## config.mk

```make
export PLATFORM = sky130hd
export DESIGN_NAME = lshab_header_rx
export DESIGN_NICKNAME = d
export VERILOG_FILES = /design/src/lshab_pkg.sv /design/src/lshab_baudgen.sv /design/src/lshab_header_rx.sv
export VERILOG_INCLUDE_DIRS = /design/src
export SDC_FILE = /design/constraint.sdc
export NUM_CORES = 1
export LEC_CHECK = 0
export ABC_AREA = 1
export BUFFER_PORTS_ARGS = -buffer_cell sky130_fd_sc_hd__buf_2
export CORE_ASPECT_RATIO = 1.75
export CORE_UTILIZATION = 30
export CTS_BUF_LIST = sky130_fd_sc_hd__clkbuf_16
export DETAILED_ROUTE_END_ITERATION = 10
export PLACE_DENSITY = 0.43
export SKIP_CTS_REPAIR_TIMING = 1
export SYNTH_ARGS = -nofsm -noshare
export SYNTH_HDL_FRONTEND = slang
export SYNTH_SLANG_ARGS = --single-unit
```

## constraint.sdc

```tcl
create_clock -name mclk -period 2.4 [get_ports mclk]
set_input_delay 0.72 -clock mclk [delete_from_list [all_inputs] [get_ports mclk]]
set_output_delay 0.72 -clock mclk [all_outputs]
set_load 0.02 [all_outputs]
```

## src/lshab_defines.svh

```systemverilog
// constants for the lin slave header receiver with automatic bit rate
`ifndef LSHAB_DEFINES_SVH
`define LSHAB_DEFINES_SVH

`define LSHAB_CNT_W 20
`define LSHAB_CLK_HZ 25000000
`define LSHAB_MAX_BPS 20000
`define LSHAB_NOM_BIT_CYC (`LSHAB_CLK_HZ / `LSHAB_MAX_BPS)
`define LSHAB_BREAK_BITS 11
`define LSHAB_SYNC_TIMEOUT_CYC 250000
`define LSHAB_SYNC_FALLS 3'h4
`define LSHAB_PERIOD_SHIFT 3
`define LSHAB_HALF_SHIFT 1
`define LSHAB_LAST_BIT 4'h9
`define LSHAB_FIRST_DATA_BIT 4'h1
`define LSHAB_ID_LAST_SIGNAL 6'h3B
`define LSHAB_ID_DIAG_HI 6'h3D
`define LSHAB_ID_USER 6'h3E
`define LSHAB_ID_MSB 5
`define LSHAB_PAR_LSB 6

`endif

```

## src/lshab_pkg.sv

```systemverilog
// types for the lin slave header receiver
`include "lshab_defines.svh"
package lshab_pkg;

    typedef enum logic [2:0] {
        ST_IDLE      = 3'b000,
        ST_DELIM     = 3'b001,
        ST_SYNC_WAIT = 3'b010,
        ST_SYNC_MEAS = 3'b011,
        ST_PID_WAIT  = 3'b100,
        ST_PID_RX    = 3'b101
    } lshab_state_t;

    typedef enum logic [1:0] {
        CLS_SIGNAL = 2'b00,
        CLS_DIAG   = 2'b01,
        CLS_USER   = 2'b10,
        CLS_RSVD   = 2'b11
    } lshab_class_t;

    typedef logic [`LSHAB_CNT_W-1:0] lshab_cnt_t;

    typedef struct packed {
        logic sync1;
        logic sync2;
        logic rx_prev;
        lshab_state_t state;
        lshab_cnt_t low_cnt;
        lshab_cnt_t meas_cnt;
        logic [2:0] fall_cnt;
        lshab_cnt_t bit_period;
        logic period_valid;
        logic [7:0] shift;
        logic [3:0] bit_idx;
        logic frame_start;
        logic pid_valid;
        logic [5:0] ident;
        logic [1:0] parity;
        logic parity_err;
        lshab_class_t id_class;
        logic sync_err;
        logic frame_err;
    } lshab_regs_t;

    typedef struct packed {
        lshab_cnt_t cnt;
        logic tick;
    } lshab_bg_regs_t;

endpackage

```

## src/lshab_baudgen.sv

```systemverilog
// bit-rate generator: mid-bit sample pulses at the measured bit period
`timescale 1ns/1ps
`include "lshab_defines.svh"
module lshab_baudgen (
    // clock and reset
    input wire logic mclk,
    input wire logic reset_n,
    // control
    input wire lshab_pkg::lshab_cnt_t period,
    input wire logic restart,
    input wire logic run,
    // sample strobe
    output logic sample_en
);
    import lshab_pkg::*;

    lshab_bg_regs_t r_q, r_d;

    always_comb begin
        r_d = r_q;
        r_d.tick = 1'b0;
        if (restart) begin
            // first sample lands mid start bit
            r_d.cnt = period >> `LSHAB_HALF_SHIFT;
        end else if (run) begin
            if (r_q.cnt == '0) begin
                r_d.tick = 1'b1;
                r_d.cnt = period - lshab_cnt_t'(1);
            end else begin
                r_d.cnt = r_q.cnt - lshab_cnt_t'(1);
            end
        end
    end

    always_ff @(posedge mclk or negedge reset_n) begin
        if (!reset_n) begin
            r_q <= '0;
        end else begin
            r_q <= r_d;
        end
    end

    assign sample_en = r_q.tick;
endmodule

```

## src/lshab_header_rx.sv

```systemverilog
// lin slave header receiver: break detect, synch measurement, identifier decode
//
// Contract
// - frame is break plus 4..11 bytes; any break restarts header reception
// - break recognised after 11 nominal bit times of low bus
// - count clocks from synch start edge to fourth following falling edge
// - bit period is synch interval shifted right by three
// - derived bit period loaded into bit-rate generator for the identifier byte
// - byte after synch is identifier: bits 0-5 id, 6-7 parity
// - classify id: up to 3B signal, 3C-3D diagnostic, 3E user, 3F reserved
// - bus rates up to 20 kbit/s supported
`timescale 1ns/1ps
`include "lshab_defines.svh"
module lshab_header_rx #(
    parameter int BREAK_CYCLES = `LSHAB_BREAK_BITS * `LSHAB_NOM_BIT_CYC,
    parameter int SYNC_TIMEOUT = `LSHAB_SYNC_TIMEOUT_CYC
) (
    // clock and reset
    input wire logic mclk,
    input wire logic reset_n,
    // bus pin
    input wire logic lin_rx,
    // frame events
    output logic frame_start,
    output logic sync_err,
    output logic frame_err,
    // recovered rate
    output lshab_pkg::lshab_cnt_t bit_period,
    output logic period_valid,
    // identifier
    output logic pid_valid,
    output logic [5:0] ident,
    output logic [1:0] parity,
    output logic parity_err,
    output lshab_pkg::lshab_class_t id_class
);
    import lshab_pkg::*;

    localparam lshab_cnt_t BREAK_LAST = lshab_cnt_t'(BREAK_CYCLES - 1);
    localparam lshab_cnt_t TIMEOUT_LAST = lshab_cnt_t'(SYNC_TIMEOUT - 1);
    localparam lshab_cnt_t MIN_PERIOD = lshab_cnt_t'(`LSHAB_NOM_BIT_CYC);

    lshab_regs_t r_q, r_d;
    logic bg_restart;
    logic bg_run;
    logic sample_en;

    function automatic logic [1:0] pid_parity(input logic [5:0] id);
        pid_parity = {~(id[1] ^ id[3] ^ id[4] ^ id[5]),
                      id[0] ^ id[1] ^ id[2] ^ id[4]};
    endfunction

    function automatic lshab_class_t id_category(input logic [5:0] id);
        if (id <= `LSHAB_ID_LAST_SIGNAL) begin
            id_category = CLS_SIGNAL;
        end else if (id <= `LSHAB_ID_DIAG_HI) begin
            id_category = CLS_DIAG;
        end else if (id == `LSHAB_ID_USER) begin
            id_category = CLS_USER;
        end else begin
            id_category = CLS_RSVD;
        end
    endfunction

    function automatic lshab_cnt_t cnt_inc(input lshab_cnt_t c);
        cnt_inc = c + lshab_cnt_t'(1);
    endfunction

    lshab_baudgen u_baudgen (
        .mclk(mclk),
        .reset_n(reset_n),
        .period(r_q.bit_period),
        .restart(bg_restart),
        .run(bg_run),
        .sample_en(sample_en)
    );

    logic rx;
    logic fall;
    logic [5:0] rx_id;
    assign rx = r_q.sync2;
    assign fall = r_q.rx_prev & ~r_q.sync2;
    assign rx_id = r_q.shift[`LSHAB_ID_MSB:0];

    always_comb begin
        r_d = r_q;
        bg_restart = 1'b0;
        bg_run = 1'b0;
        r_d.frame_start = 1'b0;
        r_d.pid_valid = 1'b0;
        r_d.sync_err = 1'b0;
        r_d.frame_err = 1'b0;
        // two-stage synchroniser, pin is asynchronous
        r_d.sync1 = lin_rx;
        r_d.sync2 = r_q.sync1;
        r_d.rx_prev = r_q.sync2;

        // low-run counter runs in every state so a break always wins
        if (rx) begin
            r_d.low_cnt = '0;
        end else if (r_q.low_cnt != BREAK_LAST) begin
            r_d.low_cnt = cnt_inc(r_q.low_cnt);
        end

        unique case (r_q.state)
            ST_IDLE: begin
                // nothing until the master breaks
            end
            ST_DELIM: begin
                if (rx) begin // delimiter seen
                    r_d.state = ST_SYNC_WAIT;
                    r_d.meas_cnt = '0;
                end
            end
            ST_SYNC_WAIT, ST_SYNC_MEAS: begin
                r_d.meas_cnt = cnt_inc(r_q.meas_cnt);
                if (fall && r_q.state == ST_SYNC_WAIT) begin
                    // synch start bit edge opens the window
                    r_d.state = ST_SYNC_MEAS;
                    r_d.meas_cnt = lshab_cnt_t'(1);
                    r_d.fall_cnt = '0;
                end else if (fall) begin
                    r_d.fall_cnt = r_q.fall_cnt + 3'h1;
                    if (r_d.fall_cnt == `LSHAB_SYNC_FALLS) begin
                        // eight bit times measured
                        // bit_period kept on a rate error, period_valid marks it unusable
                        r_d.bit_period = r_q.meas_cnt >> `LSHAB_PERIOD_SHIFT;
                        if (r_d.bit_period < MIN_PERIOD) begin
                            // faster than the bus allows
                            r_d.sync_err = 1'b1;
                            r_d.period_valid = 1'b0;
                            r_d.state = ST_IDLE;
                        end else begin
                            r_d.period_valid = 1'b1;
                            r_d.state = ST_PID_WAIT;
                            r_d.meas_cnt = '0;
                        end
                    end
                end else if (r_q.meas_cnt == TIMEOUT_LAST) begin
                    r_d.sync_err = 1'b1;
                    r_d.state = ST_IDLE;
                end
            end
            ST_PID_WAIT: begin
                r_d.meas_cnt = cnt_inc(r_q.meas_cnt);
                if (fall) begin
                    // resync generator on identifier start bit
                    bg_restart = 1'b1;
                    r_d.bit_idx = '0;
                    r_d.state = ST_PID_RX;
                end else if (r_q.meas_cnt == TIMEOUT_LAST) begin
                    // identifier never started, header dropped
                    r_d.frame_err = 1'b1;
                    r_d.state = ST_IDLE;
                end
            end
            ST_PID_RX: begin
                bg_run = 1'b1;
                if (sample_en) begin
                    r_d.bit_idx = r_q.bit_idx + 4'h1;
                    if (r_q.bit_idx == '0 && rx) begin
                        // glitch, not a start bit
                        r_d.state = ST_PID_WAIT;
                    end else if (r_q.bit_idx >= `LSHAB_FIRST_DATA_BIT &&
                                 r_q.bit_idx < `LSHAB_LAST_BIT) begin
                        r_d.shift = {rx, r_q.shift[7:1]}; // lsb first
                    end else if (r_q.bit_idx == `LSHAB_LAST_BIT) begin
                        r_d.state = ST_IDLE;
                        if (!rx) begin
                            r_d.frame_err = 1'b1; // missing stop bit
                        end else begin
                            r_d.pid_valid = 1'b1;
                            r_d.ident = rx_id;
                            r_d.parity = r_q.shift[7:`LSHAB_PAR_LSB];
                            r_d.parity_err = pid_parity(rx_id)
                                != r_q.shift[7:`LSHAB_PAR_LSB];
                            r_d.id_class =
                                id_category(rx_id);
                        end
                    end
                end
            end
            default: begin
                r_d.state = ST_IDLE;
            end
        endcase

        // break threshold, not full length, so a fast master still counts
        if (!rx && r_q.low_cnt == BREAK_LAST - lshab_cnt_t'(1)) begin
            r_d.frame_start = 1'b1;
            r_d.state = ST_DELIM; // a break aborts whatever was running
            r_d.period_valid = 1'b0;
        end
    end

    always_ff @(posedge mclk or negedge reset_n) begin
        if (!reset_n) begin
            r_q <= '0;
        end else begin
            r_q <= r_d;
        end
    end

    assign frame_start = r_q.frame_start;
    assign sync_err = r_q.sync_err;
    assign frame_err = r_q.frame_err;
    assign bit_period = r_q.bit_period;
    assign period_valid = r_q.period_valid;
    assign pid_valid = r_q.pid_valid;
    assign ident = r_q.ident;
    assign parity = r_q.parity;
    assign parity_err = r_q.parity_err;
    assign id_class = r_q.id_class;
endmodule

```

# After elaboration in Yosys (flattened, before gate mapping)
# Index checks and enable logic that the tools add are counted.
# Widths: inputs -> output; s select.
# word_totals
elab_cells	151
regBits	115
inputBits	3
# op_classes
reduce_logical	25
bitwise_logic	12
n_addsub	6
n_lt_le_gt_ge	5
n_eq_ne	22
mux	60
# ops
cell	count
$mux 20	7
$mux 12	6
$pmux 20 s3	1
$mux 44	1
$add 20x1->20 const B	2
$mux 3	12
$mux 1	23
$mux 23	1
$mux 21	1
$eq 20x14->1 const B	1
$eq 20x18->1 const B	1
$logic_not 20->1	1
$ne 20x14->1 const B	1
$sub 20x1->20 const B	1
$mux 18	1
$sub 17x1->18 const B	1
$lt 17x11->1 const B	1
$pmux 3 s5	1
$reduce_bool 2->1	7
$le 6x6->1 const B	2
$reduce_and 4->1	3
$reduce_and 6->1	2
$eq 3x3->1 const B	3
$mux 4	2
other kinds (29)	48

# Longest topological paths before layout
# Gate-level depths: netlist (run 1).
# logic_depth
word_depth	11
depth_mapped	13
ltp_nobuf	12

# By module
# A second synthesis (run 1) with hierarchy kept.
# unflattened
hier_cells	967
area_unflattened_um2	7333.3
# modules_own_cells
mod	cells_per_inst	n_inst	area_each_um2
lshab_header_rx	644	1	5251.3
lshab_baudgen	323	1	2082.0

# Worst setup path before layout (run 1)
# Ideal clock, no wire load.
# synth_path
kind	register to register
startpoint	register r_q[15] (netlist name)
endpoint	register r_q (netlist bit id_class[1])
path_stages_with_launch	12
period_less_slack_ps	1667
t_arrival_ps	1550
slack_ps	733
setup_ps	117
cell_sequence	dfrtp_1 -> inv_1 -> ha_1 -> nand2_1 -> inv_1 -> nand2_1 -> nand2_1 -> nor3_4 -> inv_2 -> buf_6 -> nand2_1 -> nand2_1
# synth_between
elab_chain_len	4
# synth_lines
item	line_no	source
start: declaration	lshab_header_rx.sv:43	lshab_regs_t r_q, r_d;
start signal: assignment	lshab_header_rx.sv:200	r_q <= r_d;
$ge 4x1->1 (no source line) (tied with other cells)	--	
$logic_and 1x1->1 (on tied branches)	--	
$not 1->1 (no source line)	--	
$reduce_and 6->1 (no source line) *	--	
# Mark *: on every way between the ends. The rest lies on a longest branch, timed or not.
# A chain may end at the register's enable or synchronous reset.

# Worst setup path in the final report (run 1)
# layout_path
startpoint	register r_q (netlist bit bit_period[0])
endpoint	register u_baudgen.r_q[15] (netlist name)
# layout_between
elab_chain_len	4
# layout_lines
item	line_no	source
$sub 17x1->18	lshab_baudgen.sv:28	r_d.cnt = period - lshab_cnt_t'(1);
$mux 20	lshab_baudgen.sv:26	if (r_q.cnt == '0) begin
$mux 21	lshab_baudgen.sv:25	end else if (run) begin
$mux 20	lshab_baudgen.sv:22	if (restart) begin
end signal: assignment	lshab_baudgen.sv:39	r_q <= r_d;
end: declaration	lshab_baudgen.sv:17	lshab_bg_regs_t r_q, r_d;
# Every way passes these cells. The select of a mux whose other input is x is not followed.

==> impl_metrics.tcl, run 1 <==
set metrics [dict create \
    status "complete, no violations" \
    sw_frac_of_total 0.2183 \
    yosys_most_used_dff "dfrtp_1" \
    synth_edf_count 0 \
    slew_violations 0 \
    cp_num_buf_inv 2 \
    dr_total_vias 6019 \
    r2r_setup_slack_ns 0.37 \
    path_common_cell "inv_1" \
    required_ns 2.71 \
    dpl_worst_slack_ns 0.3365 \
    dp_hpwl_mm 15.63 \
    grt_pass1_wl_mm 32.73 \
    ys_seq_area_frac 0.4125 \
    clkPwrFrac 0.535 \
    worst_slew_pin_slew_ns 0.5611 \
    final_common_cell "nand2_1" \
    cts_sinks 115 \
    rsz0062_at_grt "no" \
    final_net_count 959 \
    ir_drop_mv 0.4091 \
    dr.first_iter.drc_count 330 \
    wire_per_inst_um 16.25 \
    setup_tns_ns 0 \
    grt_use_met1 0.1875 \
    clk_latency_ns 0.42 \
    ant_nets 0 \
    track_usage 0.1842 \
    area_growth_pct 12.93 \
    slew_headroom 0.6246 \
    clock-skew-final_ns 0.01153 \
    grt_max_degree 66 \
    p_int_w 0.003443 \
    synth_area_mm2 0.006977 \
    cts-root-buf "clkbuf_16" \
    cts_buffers 17 \
    setup_ws_ns 0.3729 \
    r2r_start "bit_period[0]$_DFFE_PN0P_" \
    clk_path_buf_depth 2 \
    die_h_um 203.7 \
    async_flop_share 1.000 \
    power_w 0.004404 \
    antenna_found_initial 0 \
    crit_family "simple AND/OR/NAND/NOR gates" \
    p_per_area_mw_per_mm2 559.0 \
    critPathMaxStageDelay_ns 0.46 \
    dp_cells 1221 \
    dieArea_mm2 0.02389 \
    rr_worst_depth 8 \
    io_pins 39 \
    critical_path_class "register to register" \
    synthCells 916 \
    dieWidth_um 117.3 \
    drtPass1Iterations 5 \
    leakagePower_nw 3.989 \
    clk_pin_slew_worst_paths_ns 0.06 \
    layout_min_cycle_time_ns 2.027 \
    routed_wl_mm 20.31 \
    htreeDepth 4 \
    initial_core_util 0.3068 \
    fp-row-count 73 \
    remaining_drc_errors 0 \
    coreArea_mm2 0.02274 \
    setup_viol 0 \
    crit_chain "inv_1 > ha_1 > inv_1 > nor3_1 > nand3_1 > xor2_1 > o21ai_0 > nand2_1" \
    layout-drive-gt1-share 0.1211 \
    fmax_ghz 0.4933 \
    slowest_stage "nor3_1" \
    instances_no_fill 1250 \
    synth_warnings 0 \
    busiest_layer "met2" \
    place.gp.congestion 0.8617 \
    hp-class "input pin to async pin" \
    final_cell_mix "nand2_1 (207), dfrtp_1 (115), nor2_1 (105), inv_1 (104), nand3_1 (74)" \
    p_comb_frac 0.021 \
    cts_tree "built" \
    hold_viol_final 0 \
    worstPathMaxFanout 5 \
    grtUsageMet2 0.3511 \
    hold_ws_ns 0.2847 \
    overflow 0 \
    fin_crit_sh 0.8446 \
    r2r-end "u_baudgen.r_q[15]$_DFFE_PN0P_" \
    crit_path_end_kind "register" \
    yosysUniqueCellTypes 50 \
    use_met3 0.03239 \
    via_per_inst 4.815 \
    num_antenna_cells 0 \
    synth_seq_cells 115 \
    switching_power_w 0.0009613 \
    worstPathArrival_ns 2.34 \
    syn-mean-instance-area_um2 7.616 \
    crit_path_start_kind "register" \
    grt_pass1_vias 6215 \
    seqPwrFrac 0.444 \
    portBuffers 35 \
    cap_violations 0 \
]
==> logic make-up (layout without fill, tap and decap cells) <==
family                     after synthesis  count (layout)  synth area share
AOI/OAI and AO/OA                      138             138            0.1160
and+or+nand+nor                        464             464            0.3034
DFF                                    115             115            0.4125
buffers and inverters                  154             186            0.1037
other                                    1               3         0.0005375
adders and majority gates               16              16           0.02869
xor gates and xnor gates                28              28           0.03515
==> synthesized netlist by cell type (all sizes together) (2+ instances only) <==
| master | instances | area share |
|---|---|---|
| a211oi | 2 | 0.0022 |
| xnor2 | 8 | 0.010 |
| ha | 16 | 0.029 |
| o21ai | 80 | 0.063 |
| nand3b | 3 | 0.0032 |
| o211ai | 8 | 0.0093 |
| clkinv | 2 | 0.0018 |
| a21oi | 28 | 0.020 |
| nor3 | 26 | 0.024 |
| a22oi | 9 | 0.0097 |
| nand4 | 21 | 0.021 |
| nor4 | 4 | 0.0036 |
| nor2 | 113 | 0.068 |
| a31oi | 4 | 0.0036 |
| a21boi | 2 | 0.0022 |
| clkbuf | 7 | 0.0038 |
| nand3 | 77 | 0.058 |
| xor2 | 20 | 0.025 |
| inv | 107 | 0.058 |
| or2 | 4 | 0.0036 |
| dfrtp | 115 | 0.41 |
| buf | 38 | 0.041 |
| o221ai | 2 | 0.0025 |
| nand2 | 214 | 0.12 |
==> metal layers <==
metal,share of wire,wire [um]
met1,0.37,7578
met2,0.57,11600
met3,0.024,487
met4,0.032,646
met5,0,0
==> worst max path at each step <==
stage / from / to / slack, ns / cells past startpoint
after global routing: bit_period[0]$_DFFE_PN0P_ / u_baudgen.r_q[15]$_DFFE_PN0P_ / 0.16 / 8
after detailed placement: bit_period[0]$_DFFE_PN0P_ / u_baudgen.r_q[15]$_DFFE_PN0P_ / 0.34 / 8
final: bit_period[0]$_DFFE_PN0P_ / u_baudgen.r_q[15]$_DFFE_PN0P_ / 0.37 / 8
after CTS: bit_period[0]$_DFFE_PN0P_ / u_baudgen.r_q[15]$_DFFE_PN0P_ / 0.33 / 8
after floorplan: r_q[15]$_DFFE_PN0P_ / id_class[1]$_DFFE_PN0P_ / 0.73 / 11
after global placement: bit_period[0]$_DFFE_PN0P_ / u_baudgen.r_q[15]$_DFFE_PN0P_ / 0.34 / 8
==> flip-flops by register name (all words and copies together), names as in the netlist <==
register and flops:
r_d 1, sync_err 1, bit_period 17, u_baudgen.sample_en 1
parity 2, frame_err 1, period_valid 1, pid_valid 1
frame_start 1, id_class 2, ident 6, rx 1
r_q 59, parity_err 1, u_baudgen.r_q 20
==> power by group through the flow <==
| stage | clock, W | sequential, W | combinational, W |
|---|---|---|---|
| floorplan | 0 | 0.00199 | 0.0000379 |
| global placement | 0 | 0.00199 | 0.0000984 |
| detailed placement | 0 | 0.00199 | 0.0000992 |
| CTS | 0.00243 | 0.00195 | 0.0000988 |
| global route | 0.00250 | 0.00195 | 0.000110 |
| finish | 0.00236 | 0.00195 | 0.0000926 |
==> through the flow <==
step / area [um^2] / util
finish: 7879 / 0.3464
global route: 7879 / 0.3464
CTS: 7879 / 0.3464
detailed placement: 7351 / 0.3232
global placement: 7351 / 0.3232
floorplan: 6984 / -
==> area by class of cell <==
type / count / area [um^2]
Sequential cell: 115 / 2878
Timing Repair Buffer: 48 / 300.3
Clock buffer: 17 / 425.4
Inverter: 109 / 414.1
Multi-Input combinational cell: 649 / 3383
Clock inverter: 12 / 102.6
Tap cell: 300 / 375.4
Fill cell: 2437 / 14860
Power figures use the tool's default switching activity.
==> run 2: changes to the inputs <==
Settings changed: PLACE_DENSITY 0.43 to 0.45.
Clock period 2.4 ns to 1.8 ns, I/O delays scaled along.
==> impl_metrics.tcl, run 2 (synthesis gave the netlist of run 1 again) <==
set metrics [dict create \
    grt_pass1_vias 6515 \
    required_ns 2.15 \
    instances_no_fill 1352 \
    num_antenna_cells 0 \
    ant_nets 0 \
    final_common_cell "nand2_1" \
    overflow 0 \
    grt_max_degree 37 \
    crit_path_end_kind "register" \
    drtPass1Iterations 4 \
    final_net_count 1058 \
    setup_viol 0 \
    fmax_ghz 0.5839 \
    cp_num_buf_inv 5 \
    track_usage 0.1917 \
    wire_per_inst_um 15.59 \
    ir_drop_mv 0.4901 \
    layout-drive-gt1-share 0.2433 \
    p_int_w 0.004624 \
    leakagePower_nw 4.544 \
    crit_family "buffers and inverters" \
    coreArea_mm2 0.02274 \
    die_h_um 203.7 \
    critical_path_class "register to register" \
    clk_pin_slew_worst_paths_ns 0.06 \
    routed_wl_mm 21.07 \
    clk_path_buf_depth 2 \
    crit_chain "inv_2 > ha_1 > inv_1 > nand4_1 > buf_4 > nor3_4 > buf_12 > buf_6 > nor2_1 > a31oi_1" \
    cts_tree "built" \
    slew_violations 0 \
    rsz0062_at_grt "yes" \
    dieArea_mm2 0.02389 \
    sw_frac_of_total 0.2298 \
    largest_reg_flops 59 \
    startpoint "r_q[16]$_DFFE_PN0P_" \
    hp-class "input pin to async pin" \
    largest_register "r_q" \
    cts_sinks 115 \
    area_growth_pct 27.08 \
    htreeDepth 4 \
    fin_crit_sh 0.9514 \
    crit_path_start_kind "register" \
    clkPwrFrac 0.542 \
    status "complete, no violations" \
    via_per_inst 4.715 \
    setup_ws_ns 0.08748 \
    worstPathMaxFanout 5 \
    clock-skew-final_ns 0.01654 \
    cap_violations 0 \
    slowest_stage "dfrtp_1" \
    dp_cells 1313 \
    remaining_drc_errors 0 \
    dpl_worst_slack_ns -0.01104 \
    p_per_area_mw_per_mm2 677.1 \
    switching_power_w 0.001379 \
    cts-root-buf "clkbuf_16" \
    hold_viol_final 0 \
    portBuffers 35 \
    dp_hpwl_mm 16.40 \
    fp-row-count 73 \
    p_comb_frac 0.024 \
    cts_buffers 17 \
    initial_core_util 0.3068 \
    seqPwrFrac 0.434 \
    dr.first_iter.drc_count 262 \
    dr_total_vias 6375 \
    final_cell_mix "nand2_1 (203), dfrtp_1 (112), buf_4 (103), inv_1 (95), nor2_1 (90)" \
    place.gp.congestion 0.8476 \
    dieWidth_um 117.3 \
    grt_pass1_wl_mm 33.71 \
    setup_tns_ns 0 \
    antenna_found_initial 0 \
    r2r_start "r_q[16]$_DFFE_PN0P_" \
    worstPathArrival_ns 2.06 \
    critPathMaxStageDelay_ns 0.38 \
    clk_latency_ns 0.44 \
    io_pins 39 \
    layout_min_cycle_time_ns 1.713 \
]
## run 2: metal layers
metal	GRT usage	up-vias	routed length, um
li1	-	3226	-
met3	0.03804	39	437
met2	0.3773	84	12620
met4	0.09042	0	701
met5	0	-	0
met1	0.1811	3026	7311
## run 2: power by group through the flow
| stage | combinational, W | sequential (W) | clock (W) |
|---|---|---|---|
| finish | 0.000147 | 0.00260 | 0.00325 |
| global route | 0.000171 | 0.00260 | 0.00342 |
| CTS | 0.000150 | 0.00260 | 0.00332 |
| detailed placement | 0.000150 | 0.00265 | 0 |
| global placement | 0.000149 | 0.00265 | 0 |
| floorplan | 0.0000505 | 0.00265 | 0 |
## run 2: area by class of cell
class / instances / area, um^2
Multi-Input combinational cell: 650 / 3548
Clock buffer: 17 / 425.4
Fill cell: 2391 / 13880
Sequential cell: 115 / 2882
Timing Repair Buffer: 145 / 1086
Inverter: 109 / 419.2
Timing Repair inverter: 1 / 6.256
Clock inverter: 15 / 123.9
Tap cell: 300 / 375.4
## run 2: worst paths after layout
kind | to | slack (ns) | depth (start not counted)
hold reg to reg | rx$_DFF_PN0_ | 0.35 | 0
setup / recovery | parity_err$_DFFE_PN0P_ | 0.09 | 10
hold / removal | bit_period[10]$_DFFE_PN0P_ | 0.01 | 1
max in group asynchronous | ident[0]$_DFFE_PN0P_ | 1.26 | 2
min in group mclk | r_d[95]$_DFF_PN0_ | 0.22 | 1
setup reg to reg | parity_err$_DFFE_PN0P_ | 0.09 | 10
## run 2: metrics by stage
step / area (um^2) / hold WS (ns) / total power, W / util
after floorplan: 6984 / 0.2444 / 0.002698 / -
after global placement: 8079 / 0.3363 / 0.002795 / 0.3552
after detailed placement: 8079 / 0.3347 / 0.002797 / 0.3552
after CTS: 8628 / 0.01331 / 0.006074 / 0.3794
after global routing: 8866 / 0.01769 / 0.006198 / 0.3898
final: 8866 / 0.01293 / 0.006003 / 0.3898
==> run 3: changes to the inputs <==
Settings changed: ABC_AREA 1 to default.
==> impl_metrics.tcl, run 3 <==
set metrics [dict create \
    status "finished, violations left" \
    violations "negative setup slack" \
    final_common_cell "buf_4" \
    dp_cells 1102 \
    grt_max_degree 52 \
    initial_core_util 0.3060 \
    required_ns 2.09 \
    ant_nets 0 \
    dieWidth_um 114.2 \
    crit_family "simple AND/OR/NAND/NOR gates" \
    track_usage 0.1826 \
    synth-adder-area-share 0.03030 \
    routed_wl_mm 20.29 \
    drtPass1Iterations 5 \
    synthTopCellsByArea "dfrtp_1 (44%), mux2_2 (5.3%), xnor2_1 (4.8%)" \
    cp_num_buf_inv 2 \
    wire_per_inst_um 17.46 \
    slew_headroom 0.5240 \
    clock-skew-final_ns 0.01147 \
    ys_seq_area_frac 0.4356 \
    rsz0062_at_grt "yes" \
    synthMuxAreaShare 0.06799 \
    overflow 0 \
    r2r_setup_slack_ns -0.77 \
    yosys-top-cells-count "dfrtp_1 (115), nor2_1 (56), nand2_1 (41)" \
    clk_path_buf_depth 2 \
    worstPathArrival_ns 2.85 \
    synth.top_cell.area_share 0.4356 \
    grt_pass1_wl_mm 31.60 \
    via_per_inst 5.138 \
    portBuffers 35 \
    final_net_count 876 \
    post-synth-top-count-cell "dfrtp_1" \
    cap_violations 0 \
    place.gp.congestion 0.8446 \
    setup_tns_ns -14.63 \
    synth_simple_gate_area_frac 0.2068 \
    synth_warnings 0 \
    syn-mean-instance-area_um2 9.744 \
    instances_no_fill 1162 \
    final_cell_mix "buf_4 (159), dfrtp_1 (112), nor2_1 (40), nand2_1 (39)" \
    grt_pass1_vias 6061 \
    postLayoutCellArea_mm2 0.009728 \
    cts-root-buf "clkbuf_16" \
    synth_top_family_by_area "simple AND/OR/NAND/NOR gates" \
    hold_viol_final 0 \
    yosys_most_used_dff "dfrtp_1" \
    die_h_um 198.3 \
    yosysTopAreaCell "dfrtp_1" \
    crit_path_start_kind "register" \
    clk_latency_ns 0.43 \
    fp-row-count 71 \
    rr_worst_depth 8 \
    ir_drop_mv 0.4129 \
    setup_viol 51 \
    r2r-end "u_baudgen.r_q[10]$_DFFE_PN0P_" \
    n_fill_cell 2047 \
    cts_sinks 115 \
    htreeDepth 4 \
    area_growth_pct 47.25 \
    async_flop_share 1.000 \
    largest_reg_flops 59 \
    critical_path_class "register to register" \
    crit_chain "inv_2 > ha_4 > or4b_4 > or4_4 > or3_4 > buf_8 > a222oi_1 > o21ai_1" \
    hp-class "input pin to async pin" \
    layout-drive-gt1-share 0.4402 \
    hold_ws_ns 0.01499 \
    post_dp_cell_area_mm2 0.008278 \
    slowest_stage "or4b_4" \
    coreArea_mm2 0.02159 \
    synth_area_mm2 0.006606 \
    synthCells 678 \
    fmax_ghz 0.3897 \
    crit_path_end_kind "register" \
    leakagePower_nw 4.571 \
    synth_edf_count 0 \
    setup_ws_ns -0.7664 \
    largest_register "r_q" \
    dp_hpwl_mm 14.67 \
    synth_compound_area_frac 0.1170 \
    num_antenna_cells 0 \
    worst_slew_pin_slew_ns 0.7141 \
    io_pins 39 \
    slew_violations 0 \
    cts_tree "built" \
    r2r_start "u_baudgen.r_q[2]$_DFFE_PN0P_" \
    dieArea_mm2 0.02264 \
    cts_buffers 17 \
    remaining_drc_errors 0 \
    dr_total_vias 5970 \
    antenna_found_initial 0 \
    dr.first_iter.drc_count 252 \
    p_per_area_mw_per_mm2 627.8 \
    fin_crit_sh 1.426 \
    synthXorXnorAreaFrac 0.07689 \
    layout_min_cycle_time_ns 2.566 \
    worstPathMaxFanout 2 \
    synth_seq_cells 115 \
    yosysUniqueCellTypes 65 \
    clk_pin_slew_worst_paths_ns 0.06 \
    critPathMaxStageDelay_ns 0.45 \
]
## run 3: metrics by stage
stage,power (W),worst slack [ns],utilization
6_report,0.006107,-0.7664,0.4506
5_1_grt,0.006331,-0.8497,0.4506
4_1_cts,0.006188,-0.7839,0.4101
3_5_place_dp,0.002770,-0.7428,0.3835
3_3_place_gp,0.002767,-0.6679,0.3835
2_1_floorplan,0.002687,-0.6902,-
## run 3: cell families (layout without fill, tap and decap cells)
group / after synthesis / count (layout)
and+or+nand+nor: 254 / 254
xor gates and xnor gates: 58 / 58
buffers and inverters: 79 / 269
muxes: 41 / 41
DFF: 115 / 115
AOI/OAI and AO/OA: 114 / 114
adders and majority gates: 16 / 16
other: 1 / 3
## run 3: report_power, final
group          leakage [nW]  switching, W  internal, W
Combinational          2.69     0.0000882    0.0000326
Clock                 0.289       0.00125      0.00213
Sequential             1.59     0.0000110      0.00260
Total                  4.57       0.00135      0.00476
## run 3: how the worst max path moves through the flow
stage	start	end	cells after the start
after CTS	u_baudgen.r_q[2]$_DFFE_PN0P_	u_baudgen.r_q[10]$_DFFE_PN0P_	8
after global routing	u_baudgen.r_q[2]$_DFFE_PN0P_	u_baudgen.r_q[10]$_DFFE_PN0P_	8
after floorplan	u_baudgen.r_q[1]$_DFFE_PN0P_	u_baudgen.r_q[10]$_DFFE_PN0P_	9
after global placement	u_baudgen.r_q[2]$_DFFE_PN0P_	u_baudgen.r_q[10]$_DFFE_PN0P_	8
after detailed placement	u_baudgen.r_q[2]$_DFFE_PN0P_	u_baudgen.r_q[10]$_DFFE_PN0P_	8
final	u_baudgen.r_q[2]$_DFFE_PN0P_	u_baudgen.r_q[10]$_DFFE_PN0P_	8
## run 3: layout make-up
class                   instances  area [um^2]  area share
inverters                      19        71.32    0.007331
multi-input cells             486         4058      0.4171
clock buffers                  17        425.4     0.04373
flip-flops and latches        115         2882      0.2962
clock inverters                15        148.9     0.01531
well taps                     292        365.4     0.03756
repair buffers                218         1778      0.1828
## run 3: layer usage
layer | vias up | global-route usage | share of wire
li1 | 2796 | - | -
met1 | 2998 | 0.1908 | 0.38
met2 | 131 | 0.3414 | 0.56
met3 | 45 | 0.03183 | 0.023
met4 | 0 | 0.09668 | 0.033
met5 | - | 0 | 0
